<file path="src/include/mcc_map.vh">
`ifndef MCC_MAP_VH
`define MCC_MAP_VH
// Address fields.
`define MCC_ADDR_W        32
`define MCC_OFS_W         14
`define MCC_MOD_LSB       14
`define MCC_MOD_MSB       17
`define MCC_MOD_W         4
`define MCC_MOD_ZERO      4'h0
// Preferential area: block start bits K, low bits L.
`define MCC_PSA_L_W       9
`define MCC_PSA_K_W       5
// Preferential register layout.
`define MCC_PSR_MOD_LSB   0
`define MCC_PSR_ALT_LSB   4
`define MCC_PSR_K_LSB     8
`define MCC_PSR_KEY_LSB   16
`define MCC_PSR_ALTEN_BIT 20
// Comm/state register layout (processor).
`define MCC_CS_MEM_LSB    0
`define MCC_CS_TXP_LSB    15
`define MCC_CS_RXP_LSB    19
`define MCC_CS_TXC_LSB    23
`define MCC_CS_RXC_LSB    26
`define MCC_CS_EN_W       29
`define MCC_CS_ST_LSB     29
`define MCC_CS_ST_W       3
`define MCC_MEM_CS_W      9
`define MCC_IOC_CS_W      21
// State codes.
`define MCC_ST0           3'h0
`define MCC_ST1           3'h1
`define MCC_ST2           3'h2
`define MCC_ST3           3'h6
// Load inhibit bits.
`define MCC_INH_TR1       0
`define MCC_INH_TR2       1
`define MCC_INH_PSR       2
`define MCC_INH_ST        3
`define MCC_INH_EN        4
`define MCC_INH_W         5
`define MCC_SEL_W         22
// Protection word.
`define MCC_PW_KEY_LSB    0
`define MCC_PW_WP_BIT     4
`define MCC_PW_RP_BIT     5
`define MCC_PW_W          6
`define MCC_PW_AW         5
`define MCC_PW_DEPTH      32
`endif

</file>
<file path="src/logic/mcc_key_store.v">
`timescale 1ns/100ps
`include "mcc_map.vh"
// Small store of protection words with registered read data.
module mcc_key_store (
  // Clock.
  input  wire                    i_clk_sys,
  // Write port.
  input  wire                    i_we,
  input  wire [`MCC_PW_AW-1:0]   i_waddr,
  input  wire [`MCC_PW_W-1:0]    i_wdata,
  // Read port.
  input  wire [`MCC_PW_AW-1:0]   i_raddr,
  output reg  [`MCC_PW_W-1:0]    o_rdata
);
  // Storage array; no reset, software establishes the words.
  reg [`MCC_PW_W-1:0] mem [0:`MCC_PW_DEPTH-1];

  // Write and registered read.
  always @(posedge i_clk_sys) begin
    if (i_we) begin
      mem[i_waddr] <= i_wdata;
    end
    o_rdata <= mem[i_raddr];
  end
endmodule

</file>
<file path="src/logic/mcc_translate.v">
`timescale 1ns/100ps
`include "mcc_map.vh"
// Logical to physical translation for one requester.
module mcc_translate #(
  parameter HAS_PSA = 1
) (
  // Logical address.
  input  wire [`MCC_ADDR_W-1:0]  i_laddr,
  // Translation tables, fifteen nibbles in all, entry 1 in the low nibble.
  input  wire [`MCC_ADDR_W-1:0]  i_tr_first,
  input  wire [`MCC_ADDR_W-1:0]  i_tr_second,
  input  wire [`MCC_ADDR_W-1:0]  i_psr,
  // Result.
  output reg  [`MCC_ADDR_W-1:0]  o_paddr,
  output reg  [`MCC_MOD_W-1:0]   o_alt_mod,
  output reg                     o_invalid
);
  // Combinational translation; entries 1..7 in the first, 8..15 second.
  reg [`MCC_MOD_W-1:0] lmod;
  reg [`MCC_MOD_W-1:0] pmod;
  always @* begin
    lmod      = i_laddr[`MCC_MOD_MSB:`MCC_MOD_LSB];
    pmod      = `MCC_MOD_ZERO;
    o_paddr   = {`MCC_ADDR_W{1'b0}};
    o_alt_mod = `MCC_MOD_ZERO;
    o_invalid = 1'b0;
    if (lmod != `MCC_MOD_ZERO) begin
      // Table entry gated to the module select.
      if (lmod < 4'h8) begin
        pmod = i_tr_first[(lmod-4'h1)*4 +: 4];
      end else begin
        pmod = i_tr_second[(lmod-4'h8)*4 +: 4];
      end
      // Offset passes unchanged.
      o_paddr[`MCC_OFS_W-1:0] = i_laddr[`MCC_OFS_W-1:0];
      o_paddr[`MCC_MOD_MSB:`MCC_MOD_LSB] = pmod;
    end else if (HAS_PSA != 0) begin
      // Module and K from the register, L from the address.
      o_paddr[`MCC_PSA_L_W-1:0] = i_laddr[`MCC_PSA_L_W-1:0];
      o_paddr[`MCC_OFS_W-1:`MCC_PSA_L_W] =
        i_psr[`MCC_PSR_K_LSB +: `MCC_PSA_K_W];
      o_paddr[`MCC_MOD_MSB:`MCC_MOD_LSB] =
        i_psr[`MCC_PSR_MOD_LSB +: `MCC_MOD_W];
      if (i_psr[`MCC_PSR_ALTEN_BIT]) begin
        o_alt_mod = i_psr[`MCC_PSR_ALT_LSB +: `MCC_MOD_W];
      end
      // Overflow past the block is flagged invalid.
      o_invalid = (i_laddr[`MCC_OFS_W-1:`MCC_PSA_L_W] != 5'h00);
    end else begin
      // Controllers have no preferential path.
      o_invalid = 1'b1;
    end
    // Upper bits must be zero.
    if (i_laddr[`MCC_ADDR_W-1:`MCC_MOD_MSB+1] != 14'h0000) begin
      o_invalid = 1'b1;
    end
  end
endmodule

</file>
<file path="src/logic/mcc_config_control.v">
`timescale 1ns/100ps
`include "mcc_map.vh"
// Functional notes
// - nonzero module field uses translation entry
// - zero module selects preferential area module
// - 4-bit module field, offset passes through
// - preferential address from stored module and K
// - controller translation has no preferential path
// - access needs table, own and module enables
// - processor enables split transmit and receive
// - controller and memory enable field widths
// - register widths 32, 9 and 21 bits
// - state codes 000, 001, 010, 110
// - state 1 finishes operation then halts
// - other state 3 halts and blocks us
// - controllers stop at once in state 3
// - state 3 enables external load only
// - state 3 reaches all non-isolated modules
// - leaving state 3 resumes or refetches
// - self load anytime, external needs state 3
// - self load four words, five inhibits
// - external load selects by 22 bits
// - memory reads six-bit protection word
// - key mismatch blocks protected read or write
// - requester key held in preferential register
//
// One processor's configuration control, with the memory-side and
// controller-side control registers it may load, and the protection check.
module mcc_config_control (
  // Clock and reset.
  input  wire                     i_clk_sys,
  input  wire                     i_resetn,
  // Memory request from this processor.
  input  wire                     i_req,
  input  wire                     i_req_wr,
  input  wire [`MCC_ADDR_W-1:0]   i_laddr,
  // Memory module side answer of the addressed module's control.
  input  wire [`MCC_MOD_W-1:0]    i_mem_id,
  input  wire [14:0]              i_isolated,
  // Load operations; four words arrive one per cycle.
  input  wire                     i_load_self,
  input  wire                     i_load_ext,
  input  wire [`MCC_INH_W-1:0]    i_inhibit,
  input  wire [`MCC_SEL_W-1:0]    i_select,
  input  wire                     i_word_vld,
  input  wire [`MCC_ADDR_W-1:0]   i_word,
  // Protection word write.
  input  wire                     i_pw_we,
  input  wire [`MCC_PW_AW-1:0]    i_pw_addr,
  input  wire [`MCC_PW_W-1:0]     i_pw_data,
  // Activity of this and other processors.
  input  wire                     i_op_done,
  input  wire                     i_cycle_end,
  input  wire                     i_other_st3,
  // Translated request outputs.
  output reg  [`MCC_ADDR_W-1:0]   o_paddr,
  output reg                      o_grant,
  output reg                      o_key_violation,
  output reg                      o_invalid,
  // State and control outputs.
  output reg  [`MCC_ADDR_W-1:0]   o_comm_state,
  output reg  [`MCC_MEM_CS_W-1:0] o_mem_comm_state,
  output reg  [`MCC_IOC_CS_W-1:0] o_ioc_comm_state,
  output reg                      o_halted,
  output reg                      o_st3,
  output reg                      o_refetch,
  output reg                      o_ioc_stop,
  output reg                      o_load_err
);
  // ******************************************************
  // Registers
  // ******************************************************
  reg [`MCC_ADDR_W-1:0]   tr_first;      // Entries 1 to 7.
  reg [`MCC_ADDR_W-1:0]   tr_second;     // Entries 8 to 15.
  reg [`MCC_ADDR_W-1:0]   pref_reg;      // Preferential start and key.
  reg [`MCC_ADDR_W-1:0]   comm_state_reg; // 29 enables plus 3 state.
  reg [`MCC_MEM_CS_W-1:0] memory_comm_state_reg;
  reg [`MCC_IOC_CS_W-1:0] io_ctrl_comm_state_reg;
  reg [1:0]               word_idx;      // Which of four words is next.
  reg                     loading;       // A load sequence is active.
  reg                     load_is_ext;   // Current load is external.
  reg [`MCC_INH_W-1:0]    inh;           // Latched inhibit bits.
  reg [`MCC_SEL_W-1:0]    sel;           // Latched target select.
  reg                     pend_req;      // Request awaiting key word.
  reg                     pend_wr;
  reg                     pend_ok;
  reg [`MCC_ADDR_W-1:0]   pend_addr;
  reg                     reloaded;      // Reloaded while halted.
  reg                     pend_halt;     // Halt waits on operation or cycle end.

  // ******************************************************
  // State machine for halting
  // ******************************************************
  localparam RUN  = 3'h1;
  localparam WAIT = 3'h2;
  localparam HALT = 3'h4;
  reg [2:0] hstate;
  reg [2:0] next_hstate;

  wire [`MCC_CS_ST_W-1:0] cur_st = comm_state_reg[`MCC_ADDR_W-1:
                                                  `MCC_CS_ST_LSB];
  wire in_st3 = (cur_st == `MCC_ST3);
  wire in_st1 = (cur_st == `MCC_ST1);

  // ******************************************************
  // Translation and protection
  // ******************************************************
  wire [`MCC_ADDR_W-1:0] tr_paddr;
  wire [`MCC_MOD_W-1:0]  tr_alt;
  wire                   tr_inv;
  wire [`MCC_PW_W-1:0]   pword;

  mcc_translate #(
    .HAS_PSA (1)
  ) u_translate (
    .i_laddr     (i_laddr),
    .i_tr_first  (tr_first),
    .i_tr_second (tr_second),
    .i_psr       (pref_reg),
    .o_paddr     (tr_paddr),
    .o_alt_mod   (tr_alt),
    .o_invalid   (tr_inv)
  );

  // Top offset bits index the protection word.
  mcc_key_store u_keys (
    .i_clk_sys (i_clk_sys),
    .i_we      (i_pw_we),
    .i_waddr   (i_pw_addr),
    .i_wdata   (i_pw_data),
    .i_raddr   (tr_paddr[`MCC_OFS_W-1:`MCC_OFS_W-`MCC_PW_AW]),
    .o_rdata   (pword)
  );

  // Module enable checks, indexed from module 1.
  wire [`MCC_MOD_W-1:0] pmod = tr_paddr[`MCC_MOD_MSB:`MCC_MOD_LSB];
  wire mod_ok  = (pmod != `MCC_MOD_ZERO);
  wire [3:0] pidx = pmod - 4'h1;
  wire own_en  = comm_state_reg[`MCC_CS_MEM_LSB + pidx];
  // Memory side enable of this processor, bit 0 of its field.
  wire mem_en  = memory_comm_state_reg[0];
  // Three-way enable; state 3 overrides all but isolation.
  wire path_ok = mod_ok & (pmod == i_mem_id) & ~tr_inv &
                 (in_st3 ? ~i_isolated[pidx] : (own_en & mem_en));
  // Requester key lives in the preferential register.
  wire [3:0] my_key = pref_reg[`MCC_PSR_KEY_LSB +: 4];
  wire key_miss = (my_key != pword[`MCC_PW_KEY_LSB +: 4]);
  wire viol = key_miss & (pend_wr ? pword[`MCC_PW_WP_BIT]
                                  : pword[`MCC_PW_RP_BIT]);

  // Requests are held one cycle while the protection word is read.
  always @(posedge i_clk_sys) begin
    if (!i_resetn) begin
      pend_req        <= 1'b0;
      pend_wr         <= 1'b0;
      pend_ok         <= 1'b0;
      pend_addr       <= {`MCC_ADDR_W{1'b0}};
      o_paddr         <= {`MCC_ADDR_W{1'b0}};
      o_grant         <= 1'b0;
      o_key_violation <= 1'b0;
      o_invalid       <= 1'b0;
    end else begin
      pend_req  <= i_req & ~o_halted;
      pend_wr   <= i_req_wr;
      pend_ok   <= path_ok;
      pend_addr <= tr_paddr;
      o_invalid <= i_req & tr_inv;
      o_paddr   <= pend_addr;
      // Protected mismatch gives no grant and a violation.
      o_grant         <= pend_req & pend_ok & ~viol;
      o_key_violation <= pend_req & pend_ok & viol;
    end
  end

  // ******************************************************
  // Load sequencing
  // ******************************************************
  // Self load anytime; external only from state 3.
  wire start_self = i_load_self & ~loading;
  wire start_ext  = i_load_ext & ~loading & in_st3;
  // Selected target: bit 0 memory module, bit 1 controller.
  wire tgt_self   = ~load_is_ext;
  wire tgt_mem    = load_is_ext & sel[0];
  wire tgt_ioc    = load_is_ext & sel[1];
  wire ld_now     = loading & i_word_vld;

  // Self load: four words fill the four registers, each unless inhibited; external load uses only word 3.
  always @(posedge i_clk_sys) begin
    if (!i_resetn) begin
      loading     <= 1'b0;
      load_is_ext <= 1'b0;
      inh         <= {`MCC_INH_W{1'b0}};
      sel         <= {`MCC_SEL_W{1'b0}};
      word_idx    <= 2'h0;
      o_load_err  <= 1'b0;
      tr_first    <= {`MCC_ADDR_W{1'b0}};
      tr_second   <= {`MCC_ADDR_W{1'b0}};
      pref_reg    <= {`MCC_ADDR_W{1'b0}};
      comm_state_reg         <= {`MCC_ADDR_W{1'b0}};
      memory_comm_state_reg  <= {`MCC_MEM_CS_W{1'b0}};
      io_ctrl_comm_state_reg <= {`MCC_IOC_CS_W{1'b0}};
    end else begin
      o_load_err <= i_load_ext & ~loading & ~in_st3;
      if (start_self) begin
        // Five inhibit bits from the instruction.
        loading     <= 1'b1;
        load_is_ext <= 1'b0;
        inh         <= i_inhibit;
        word_idx    <= 2'h0;
      end else if (start_ext) begin
        // Targets chosen by select bits 0 and 1 of the 22.
        loading     <= 1'b1;
        load_is_ext <= 1'b1;
        inh         <= i_inhibit;
        sel         <= i_select;
        word_idx    <= 2'h0;
      end else if (ld_now) begin
        word_idx <= word_idx + 2'h1;
        if (word_idx == 2'h3) begin
          loading <= 1'b0;
        end
        case (word_idx)
          2'h0: begin
            if (tgt_self && !inh[`MCC_INH_TR1]) begin
              tr_first <= i_word;
            end
          end
          2'h1: begin
            if (tgt_self && !inh[`MCC_INH_TR2]) begin
              tr_second <= i_word;
            end
          end
          2'h2: begin
            if (tgt_self && !inh[`MCC_INH_PSR]) begin
              pref_reg <= i_word;
            end
          end
          default: begin
            // Enable and state parts load separately.
            if (tgt_self && !inh[`MCC_INH_EN]) begin
              comm_state_reg[`MCC_CS_EN_W-1:0] <= i_word[`MCC_CS_EN_W-1:0];
            end
            // Other processors hold us out of state 3.
            if (tgt_self && !inh[`MCC_INH_ST] &&
                !(i_other_st3 &&
                  i_word[`MCC_ADDR_W-1:`MCC_CS_ST_LSB] == `MCC_ST3)) begin
              comm_state_reg[`MCC_ADDR_W-1:`MCC_CS_ST_LSB] <=
                i_word[`MCC_ADDR_W-1:`MCC_CS_ST_LSB];
            end
            // Memory: 7 enables plus 2 state bits.
            if (tgt_mem && !inh[`MCC_INH_EN]) begin
              memory_comm_state_reg[6:0] <= i_word[6:0];
            end
            if (tgt_mem && !inh[`MCC_INH_ST]) begin
              memory_comm_state_reg[8:7] <= i_word[8:7];
            end
            // Controller: 19 enables plus 2 state bits.
            if (tgt_ioc && !inh[`MCC_INH_EN]) begin
              io_ctrl_comm_state_reg[18:0] <= i_word[18:0];
            end
            if (tgt_ioc && !inh[`MCC_INH_ST]) begin
              io_ctrl_comm_state_reg[20:19] <= i_word[20:19];
            end
          end
        endcase
      end
    end
  end

  // ******************************************************
  // Halt control
  // ******************************************************
  always @* begin
    next_hstate = hstate;
    case (hstate)
      RUN: begin
        // Another state 3 stops us at the cycle end.
        if (i_other_st3 && i_cycle_end) begin
          next_hstate = HALT;
        end else if (i_other_st3) begin
          next_hstate = WAIT;
        end else if (in_st1) begin
          // State 1 lets the current operation finish.
          next_hstate = i_op_done ? HALT : WAIT;
        end
      end
      WAIT: begin
        if ((i_other_st3 && i_cycle_end) || (in_st1 && i_op_done)) begin
          next_hstate = HALT;
        end else if (!i_other_st3 && !in_st1) begin
          next_hstate = RUN;
        end
      end
      HALT: begin
        // Release resumes the current microprogram, or refetches after a reload while halted.
        if (!i_other_st3 && !in_st1) begin
          next_hstate = RUN;
        end
      end
      default: begin
        next_hstate = RUN;
      end
    endcase
  end

  // Halt register, refetch marker and controller stop.
  always @(posedge i_clk_sys) begin
    if (!i_resetn) begin
      hstate       <= RUN;
      reloaded     <= 1'b0;
      pend_halt    <= 1'b0;
      o_halted     <= 1'b0;
      o_st3        <= 1'b0;
      o_refetch    <= 1'b0;
      o_ioc_stop   <= 1'b0;
      o_comm_state <= {`MCC_ADDR_W{1'b0}};
      o_mem_comm_state <= {`MCC_MEM_CS_W{1'b0}};
      o_ioc_comm_state <= {`MCC_IOC_CS_W{1'b0}};
    end else begin
      hstate    <= next_hstate;
      pend_halt <= (next_hstate == WAIT);
      o_halted  <= (next_hstate == HALT);
      o_st3     <= in_st3;
      // Controllers stop at once on any state 3.
      o_ioc_stop <= in_st3 | i_other_st3;
      // A reload while halted forces a fresh fetch on release.
      if (hstate == HALT && ld_now) begin
        reloaded <= 1'b1;
      end else if (hstate != HALT) begin
        reloaded <= 1'b0;
      end
      o_refetch <= (hstate == HALT) && (next_hstate == RUN) &&
                   (reloaded | (ld_now & ~load_is_ext));
      o_comm_state     <= comm_state_reg;
      o_mem_comm_state <= memory_comm_state_reg;
      o_ioc_comm_state <= io_ctrl_comm_state_reg;
    end
  end
endmodule

</file>
<file path="config.mk">
export PLATFORM = sky130hd
export DESIGN_NAME = mcc_config_control
export DESIGN_NICKNAME = d
export VERILOG_FILES = /design/src/logic/mcc_key_store.v /design/src/logic/mcc_translate.v /design/src/logic/mcc_config_control.v
export VERILOG_INCLUDE_DIRS = /design/src /design/src/include
export SDC_FILE = /design/constraint.sdc
export NUM_CORES = 1
export LEC_CHECK = 0
export BUFFER_PORTS_ARGS = -buffer_cell sky130_fd_sc_hd__buf_4
export CORE_UTILIZATION = 57
export CTS_CLUSTER_SIZE = 20
export DETAILED_ROUTE_END_ITERATION = 12
export HOLD_SLACK_MARGIN = 0.08
export PLACE_DENSITY = 0.76
export SLEW_MARGIN = 20
export SYNTH_ARGS = -nofsm -noshare
export SYNTH_HDL_FRONTEND = slang
export SYNTH_SLANG_ARGS = --single-unit
export TNS_END_PERCENT = 50
</file>
<file path="constraint.sdc">
create_clock -name i_clk_sys -period 4.8 [get_ports i_clk_sys]
set_input_delay 0.48 -clock i_clk_sys [delete_from_list [all_inputs] [get_ports i_clk_sys]]
set_output_delay 0.48 -clock i_clk_sys [all_outputs]
set_load 0.01 [all_outputs]
</file>
Word level (Yosys, flattened, before mapping)
Memories as Yosys holds them, arrays and structs flattened. A register that Yosys moved wholly into a read port is not among the register bits.
Index checks and enable logic that the tools add are counted.

storage, ports and cells
  bits in writable memories = 192
  memories = 1
  flip-flop bits (word level) = 298

memory list
  memory      depth  width  rd ports  clocked after memory_dff  wr ports  RTL line            RTL
  u_keys.mem  32     6      1         1                         1         mcc_key_store.v:16  reg [`MCC_PW_W-1:0] mem [0:`MCC_PW_DEPTH-1];

cells by class
  bitwise gates (word level) = 31
  multiplexer cells = 27
  order comparisons = 3
  add/subtract/negate cells = 4
  reductions and logical operators = 49
  equal/unequal tests = 14
  shift-type cells = 2

operators by type and width
  kind                                                                           number
  32-bit by 33-bit indexed part select with 4-bit output                         2
  5-bit AND reduction                                                            9
  1-bit AND                                                                      18
  18-bit two-way mux                                                             1
  3-bit two-way mux                                                              6
  1-bit logical AND                                                              17
  1-bit two-way mux                                                              14
  14-bit nonzero test                                                            1
  3-bit == test (second input constant)                                          4
  1-bit NOT                                                                      11
  5-bit two-way mux                                                              2
  3-bit by 1-bit == test with 1-bit output (second input constant)               3
  3-bit case mux with 3 select lines                                             1
  1-bit binary-select mux with 4-bit select                                      2
  1-bit zero test                                                                8
  4-bit nonzero test                                                             2
  4-bit by 6-bit less-than comparator with 1-bit output (second input constant)  1
  3-bit nonzero test                                                             2
  3-bit OR reduction                                                             2
  4-bit by 5-bit less-than comparator with 1-bit output (second input constant)  1
  5-bit nonzero test                                                             1
  4-bit by 1-bit subtractor with 5-bit output (second input constant)            1
  4-bit by 4-bit subtractor with 5-bit output (second input constant)            1
  2-bit == test (second input constant)                                          2
  other kinds (15)                                                               18

Longest topological paths before layout
Gate-level depths: netlist of the first run.

  depth after elaboration = 10
  depth in mapped cells = 17
  depth with buffers taken out = 14

Cells and area by module
From an unflattened synthesis of the first run, not the netlist that was laid out.

unflattened totals
  cell total of the unflattened synthesis = 1522
  area, all modules = 18876.9 µm²

modules (own cells, without submodules)
  module              area each (µm²)  sequential area each (µm²)  cells each  times used
  mcc_config_control  10369.9          6206.0                      1105        1
  mcc_key_store       7589.8           5885.6                      323         1
  mcc_translate       917.1            0.0                         94          1

Worst setup path before layout of the first run
No wires, ideal clock.

  kind = in2reg
  start point = input port i_laddr[14]
  end point = register pend_ok
  arrival = 4.164 ns
  stages = 17
  library setup time = 0.077 ns
  slack = 0.560 ns
  cell sequence = buf_6 buf_2 inv_1 ha_1 buf_4 mux4_2 mux2i_1 o211ai_2 inv_2 ha_1 inv_1 o31ai_1 a211oi_4 mux4_1 or3b_1 a211o_1 a41oi_2

between the ends
  word-level cells in the longest chain between the ends = 10

ends and longest elaborated chain
  what                                                                                                        RTL line                                            RTL
  start: declaration                                                                                          mcc_config_control.v:36                             input wire [`MCC_ADDR_W-1:0] i_laddr,
  4-bit by 4-bit subtractor with 5-bit output or 4-bit by 1-bit subtractor with 5-bit output (tied branches)  mcc_translate.v:32, mcc_translate.v:30
  32-bit by 33-bit indexed part select with 4-bit output, on equally long branches                            mcc_translate.v:32, mcc_translate.v:30
  4-bit two-way mux                                                                                           mcc_translate.v:29                                  if (lmod < 4'h8) begin
  18-bit two-way mux                                                                                          mcc_translate.v:27                                  if (lmod != `MCC_MOD_ZERO) begin
  4-bit by 1-bit subtractor with 4-bit output                                                                 mcc_config_control.v:138                            wire [3:0] pidx = pmod - 4'h1;
  1-bit binary-select mux with 4-bit select, on equally long branches                                         mcc_config_control.v:139, mcc_config_control.v:144
  1-bit two-way mux, on equally long branches                                                                 mcc_config_control.v:139, mcc_config_control.v:144
  1-bit AND or 1-bit NOT (tied branches)                                                                      mcc_config_control.v:144                            (in_st3 ? ~i_isolated[pidx] : (own_en & mem_en));
  1-bit two-way mux                                                                                           mcc_config_control.v:144
  1-bit AND *                                                                                                 mcc_config_control.v:143                            wire path_ok = mod_ok & (pmod == i_mem_id) & ~tr_inv &
  end signal: assignment                                                                                      mcc_config_control.v:165                            pend_ok <= path_ok;
  end: declaration                                                                                            mcc_config_control.v:86                             reg pend_ok;

Every way passes the cells marked *; elsewhere a longest branch is shown, timed or not. The select of a mux whose other input is x is not followed.
A chain may end at the register's enable or synchronous reset.

Worst setup path after layout of the first run
  start point = input port i_laddr[15]
  end point = register pend_ok

The elaborated chain is that of the path after synthesis.

==> flow_summary.toml, run 1 <==
[status]
outcome = "completed"

[pwr]
peakVddDrop_mv = 0.388
pwr_density_cell_nw_per_um2 = 390
leakagePower_nw = 7.78

[clock_tree]
clkSlewWorstSetupHoldPaths_ns = 0.06
cts.sinks = 461
postCtsSetupRepairBufs = 0
cts_root_buf = "clkbuf_16"
cts_resized = 0
clockBufferDepth = 3
cts-buffers-inserted = 45
clock_latency_ns = 0.54
cts_hold_buf = 0
cts_tree = "yes"
htree_num_levels = 2

[logic_synthesis]
synthTopCellsByArea = "edfxtp_1, dfxtp_1, nand2_1"
synth_area_sq_um = 17800
synth_compound_area_frac = 0.111
synth_xor_area_frac = 0.00492
synth_commonest_cells = "nand2_1, dfxtp_1, edfxtp_1, a21oi_1, and2_1"
ys_seq_elements = 461
ys_warn_count = 0
synth_cell_types = 65
synth_top_family_by_area = "simple AND/OR/NAND/NOR gates"
yosysTopAreaCellShare = 0.324
synthSimpleGateAreaFrac = 0.171
avgSynthCellArea_sq_um = 10.9
seq_area_frac_synth = 0.626
synth_area_leader_cell = "edfxtp_1"
synth_adder_area_share = 0.00492
synth_cells = 1634
synthFlopType = "dfxtp_1"
synth_mux_area_frac = 0.0521
synth-edff-count = 192
synth-async-reset-ratio = 0
synth_most_common_cell = "nand2_1"

[layout]
regMostFlops = "u_keys.mem"
nNetsFinal = 1948
areaGrowthSynthToFinish_pct = 18.6
largest_reg_flops = 192
final_layout_size_suffix_gt1_frac = 0.180
stdcell_count = 2237

[routing]
routedWlPerCell_um = 19.7
drt-vias-per-instance = 5.70
antenna_left = 0
postRouteWirelength_um = 44000
drt-initial-drc-count = 1126
dr.pass1.iters = 6
vias = 12800
drcViolationCount = 0

[placement]
dp_cells = 2157
hpwl_um = 28900
placement.io_buffers = 199
place.gp.congestion = 0.908

[floorplanning]
die_area_sq_um = 31900
coreArea_sq_um = 30700
rows = 64
die_h_um = 179
ios = 234
die_w_um = 179
start_util = 0.581

[min_path]
hold_path_class = "primary input to flop"
hp-start = "i_laddr[3]"
hold_depth = 2

[setup_path]
crit_path_top_delay_cell = "mux4_1"
cp_cell_sequence = "buf_4, inv_1, ha_1, mux4_2, mux2i_1, o211ai_2, inv_2, ha_1, nor2_1, a211oi_4, mux4_1, nand2_1, nand4b_1, a41oi_2"
crit_start = "i_laddr[15]"
cp_num_cells = 14
r2r_cells = 11
ff2ff_setup_slack_ns = 1.34
cpPeakStageDelay_ns = 0.64
start_kind = "primary input"
path_max_fanout = 11
cp_top_family = "multiplexers"
r2r_start = "tr_second[20]$_SDFFE_PN0P_"
path_class = "primary input to flop"
critPathBufInv = 3
endpoint_kind = "flop"
arrival_ns = 4.05
crit_top_cell = "ha_1"
crit_required_ns = 5.26

[grt]
grt_pass1_vias = 11800
grt_max_degree = 86
gr-total-overflow = 0
grt_pass1_wl_um = 65600
grtUsageTotal = 0.273
grt_antenna_before_repair = 1

[sta]
skew_ns = 0.0152
setup_viol = 0
layout_min_cycle_time_ns = 3.59
fmax_ghz = 0.279
finalMaxSlewViolations = 0
fin_crit_sh = 0.748
max_slew.worst_pin.slew_ns = 0.905
setup_tns_ns = 0
rsz0062_at_grt = "false"
max-slew-margin-rel = 0.397
hold_viol_final = 0

[job]
maxCapViolCount = 0
cell usage in the layout, fill, tap and decap left out, types with 24 or more instances in the layout:
cell,instances
nor2_1,92
a311oi_1,24
edfxtp_1,192
buf_4,226
a211oi_1,68
mux2i_1,34
a31oi_1,26
clkbuf_16,45
nand2_1,362
and2_1,136
a21oi_1,148
dfxtp_1,269
worst register-to-register path: stages (launching register included):
cell	delay, ns
dfxtp_1	0.32
mux4_2	0.46
a22oi_1	0.34
o211ai_2	0.32
inv_2	0.13
ha_1	0.22
nor2_1	0.10
a211oi_4	0.43
mux4_1	0.65
nand2_1	0.10
nand4b_1	0.14
a41oi_2	0.18
kinds of logic after synthesis:
family                     count (synthesis)
muxes                                     62
AOI/OAI and AO/OA                        308
buffers and inverters                    124
and+or+nand+nor                          661
xor gates and xnor gates                  10
other                                      1
DFF                                      461
adders and majority gates                  7
per-layer routing:
metal | part of all wire | wire, um | track usage | up-vias
met3 | 0.080 | 3530 | 0.0486 | 109
met1 | 0.40 | 17400 | 0.347 | 6057
met2 | 0.48 | 21100 | 0.453 | 548
met5 | 0 | 0 | 0 | -
li1 | - | - | - | 6041
met4 | 0.044 | 1950 | 0.127 | 0
layout make-up:
class	instances	area, sq um
diodes	1	2.50
clock buffers	58	1210
clock inverters	20	245
fillers	2236	9550
inverters	11	43.8
multi-input cells	1062	6240
flip-flops and latches	461	11200
well taps	396	495
repair buffers	228	1730
power breakdown:
group	switching (W)	internal (W)	total, W	leakage (nW)
Combinational	0.000348	0.000206	0.000553	3.16
Sequential	0.0000279	0.00414	0.00417	3.91
Clock	0.00141	0.00210	0.00351	0.712
Total	0.00179	0.00644	0.00823	7.78
per-stage QoR:
step | total power, W | instance area, sq um | worst slack (ns) | hold slack, ns | util
6_report | 0.00823 | 21100 | 1.21 | 0.157 | 0.689
2_1_floorplan | 0.00454 | 17900 | 0.560 | 0.412 | -
3_3_place_gp | 0.00479 | 19600 | 0.748 | 0.413 | 0.640
3_5_place_dp | 0.00480 | 19600 | 0.694 | 0.421 | 0.640
5_1_grt | 0.00846 | 21100 | 0.945 | 0.151 | 0.689
4_1_cts | 0.00825 | 21100 | 1.24 | 0.140 | 0.688
path summary, 6_finish.rpt:
path,to
worst max-delay path,pend_ok$_SDFF_PN0_
worst min-delay path,pend_addr[3]$_SDFF_PN0_
worst max register to register,pend_ok$_SDFF_PN0_
worst min register to register,o_paddr[11]$_SDFF_PN0_
Power figures use the tool's default switching activity.
==> inputs of run 2 (changes only) <==
--- a/config.mk
+++ b/config.mk
@@ -7,11 +7,11 @@
 export NUM_CORES = 1
 export LEC_CHECK = 0
 export BUFFER_PORTS_ARGS = -buffer_cell sky130_fd_sc_hd__buf_4
-export CORE_UTILIZATION = 57
+export CORE_UTILIZATION = 52
 export CTS_CLUSTER_SIZE = 20
 export DETAILED_ROUTE_END_ITERATION = 12
 export HOLD_SLACK_MARGIN = 0.08
-export PLACE_DENSITY = 0.76
+export PLACE_DENSITY = 0.73
 export SLEW_MARGIN = 20
 export SYNTH_ARGS = -nofsm -noshare
 export SYNTH_HDL_FRONTEND = slang
==> constraint.sdc (replaced) <==
create_clock -name i_clk_sys -period 3 [get_ports i_clk_sys]
set_input_delay 0.3 -clock i_clk_sys [delete_from_list [all_inputs] [get_ports i_clk_sys]]
set_output_delay 0.3 -clock i_clk_sys [all_outputs]
set_load 0.01 [all_outputs]
==> flow_summary.toml, run 2 (synthesis gave the netlist of run 1 again) <==
[setup_path]
r2r_start = "tr_first[9]$_SDFFE_PN0P_"
crit_required_ns = 3.51
crit_top_cell = "mux4_2"
cpPeakStageDelay_ns = 0.51
r2r_cells = 12
endpoint_kind = "flop"
crit_path_top_delay_cell = "mux4_2"
arrival_ns = 3.37
cp_cell_sequence = "mux4_2, a32oi_1, o211ai_1, inv_1, ha_4, nor2_2, a211oi_4, buf_6, mux4_2, nand2_1, nand4b_1, a41oi_2"
path_max_fanout = 6
r2r_end = "pend_ok$_SDFF_PN0_"
start_kind = "flop"
ff2ff_setup_slack_ns = 0.14
path_class = "flop to flop"

[floorplanning]
die_h_um = 187
start_util = 0.530
die_w_um = 187
ios = 234
coreArea_sq_um = 33600
die_area_sq_um = 35000
rows = 67

[sta]
fin_crit_sh = 0.955
layout_min_cycle_time_ns = 2.86
max_slew.worst_pin.slew_ns = 0.803
max-slew-margin-rel = 0.462
fmax_ghz = 0.349
setup_viol = 0
worst_slack_ns = 0.136
hold_viol_final = 0
skew_ns = 0.0169
rsz0062_at_grt = "false"
finalMaxSlewViolations = 0

[layout]
antennaDiodeCount = 0
areaGrowthSynthToFinish_pct = 25.9
nFillCells = 2476
stdcell_count = 2410
nNetsFinal = 2062
regMostFlops = "u_keys.mem"
final_cell_area_sq_um = 22400
layout_common_cells = "nand2_1, buf_4, dfxtp_1"
final_layout_size_suffix_gt1_frac = 0.207
final_common_cell = "nand2_1"
largest_reg_flops = 192

[routing]
routedWlPerCell_um = 19.1
dr.pass1.iters = 6
drt-initial-drc-count = 973
antenna_left = 0
drcViolationCount = 0
drt-vias-per-instance = 5.50
vias = 13300
postRouteWirelength_um = 46100

[pwr]
leakagePower_nw = 8.35
peakVddDrop_mv = 0.579
pwr_density_cell_nw_per_um2 = 606

[min_path]
hold_depth = 1
holdPathEnd = "u_keys.mem[18][0]$_DFFE_PP_"
hold_path_class = "primary input to flop"
hp-start = "i_pw_data[0]"

[placement]
place_area_sq_um = 20200
place.gp.congestion = 0.884
dpl_worst_slack_ns = -0.407
dp_cells = 2258
placement.io_buffers = 199
hpwl_um = 30600

[status]
outcome = "completed"

[grt]
grtUsageTotal = 0.264
grt_pass1_wl_um = 71300
grt_max_degree = 73
gr-total-overflow = 0
grt_antenna_before_repair = 0
grt_pass1_vias = 12800

[job]
maxCapViolCount = 0

[clock_tree]
cts_root_buf = "clkbuf_16"
htree_num_levels = 2
clkSlewWorstSetupHoldPaths_ns = 0.06
clockBufferDepth = 3
clock_latency_ns = 0.58
cts-buffers-inserted = 47
cts_tree = "yes"
cts.sinks = 461
==> run 2: critical path, delay by kind of cell, from the launching register on <==
kind	cells	cell delay [ns]
AOI/OAI and AO/OA	4	0.74
DFF	1	0.33
and+or+nand+nor	3	0.28
adders and majority gates	1	0.16
muxes	2	0.99
buffers and inverters	2	0.29
==> run 2: repair_timing <==
action                                  in CTS  in global routing
setup buffers                                2                  4
endpoints found under the setup margin       1                  1
gates cloned                                 0                  0
gates resized for setup                      1                  5
hold buffers                                58                  0
pin swaps                                    0                  9
hold endpoints to repair                   163                  0
==> run 2: report_power, final <==
part	leakage, nW	switching, W	total (W)	internal (W)
registers	3.91	0.0000455	0.00667	0.00662
logic	3.67	0.000583	0.00103	0.000450
clock network	0.766	0.00242	0.00588	0.00346
total	8.35	0.00305	0.0136	0.0105
==> run 2: per-stage QoR <==
stage	utilization	TNS (ns)	power, W	hold WS, ns
detailed placement	0.601	-0.640	0.00776	0.419
global placement	0.601	-0.367	0.00774	0.413
global route	0.667	0	0.0140	0.142
CTS	0.665	0	0.0136	0.121
finish	0.667	0	0.0136	0.145
floorplan	-	-0.734	0.00728	0.399
==> run 2: worst max-delay path by stage <==
stage | start | end | slack, ns | cells past startpoint
floorplan | i_laddr[14] | pend_ok$_SDFF_PN0_ | -0.73 | 16
global placement | i_laddr[14] | pend_ok$_SDFF_PN0_ | -0.36 | 16
detailed placement | i_laddr[15] | pend_ok$_SDFF_PN0_ | -0.41 | 18
CTS | tr_second[13]$_SDFFE_PN0P_ | pend_ok$_SDFF_PN0_ | 0.03 | 13
global route | tr_first[9]$_SDFFE_PN0P_ | pend_ok$_SDFF_PN0_ | 0.01 | 12
finish | tr_first[9]$_SDFFE_PN0P_ | pend_ok$_SDFF_PN0_ | 0.14 | 12
==> run 2: area by class of cell <==
type	count	area, sq um	area share
clock buffer	66	1340	0.0597
clock inverter	22	228	0.0102
inverter	11	51.3	0.00229
multi-input combinational	1062	6280	0.280
sequential	461	11200	0.497
tap	448	561	0.0250
timing repair buffer	340	2810	0.126
==> run 2: per-layer routing <==
| metal | vias to the layer above | routed length (um) | part of all wire | global-route usage |
|---|---|---|---|---|
| met1 | 6416 | 18900 | 0.41 | 0.338 |
| met3 | 73 | 3090 | 0.067 | 0.0458 |
| li1 | 6277 | - | - | - |
| met5 | - | 0 | 0 | 0 |
| met2 | 487 | 22900 | 0.50 | 0.452 |
| met4 | 0 | 1220 | 0.026 | 0.0883 |
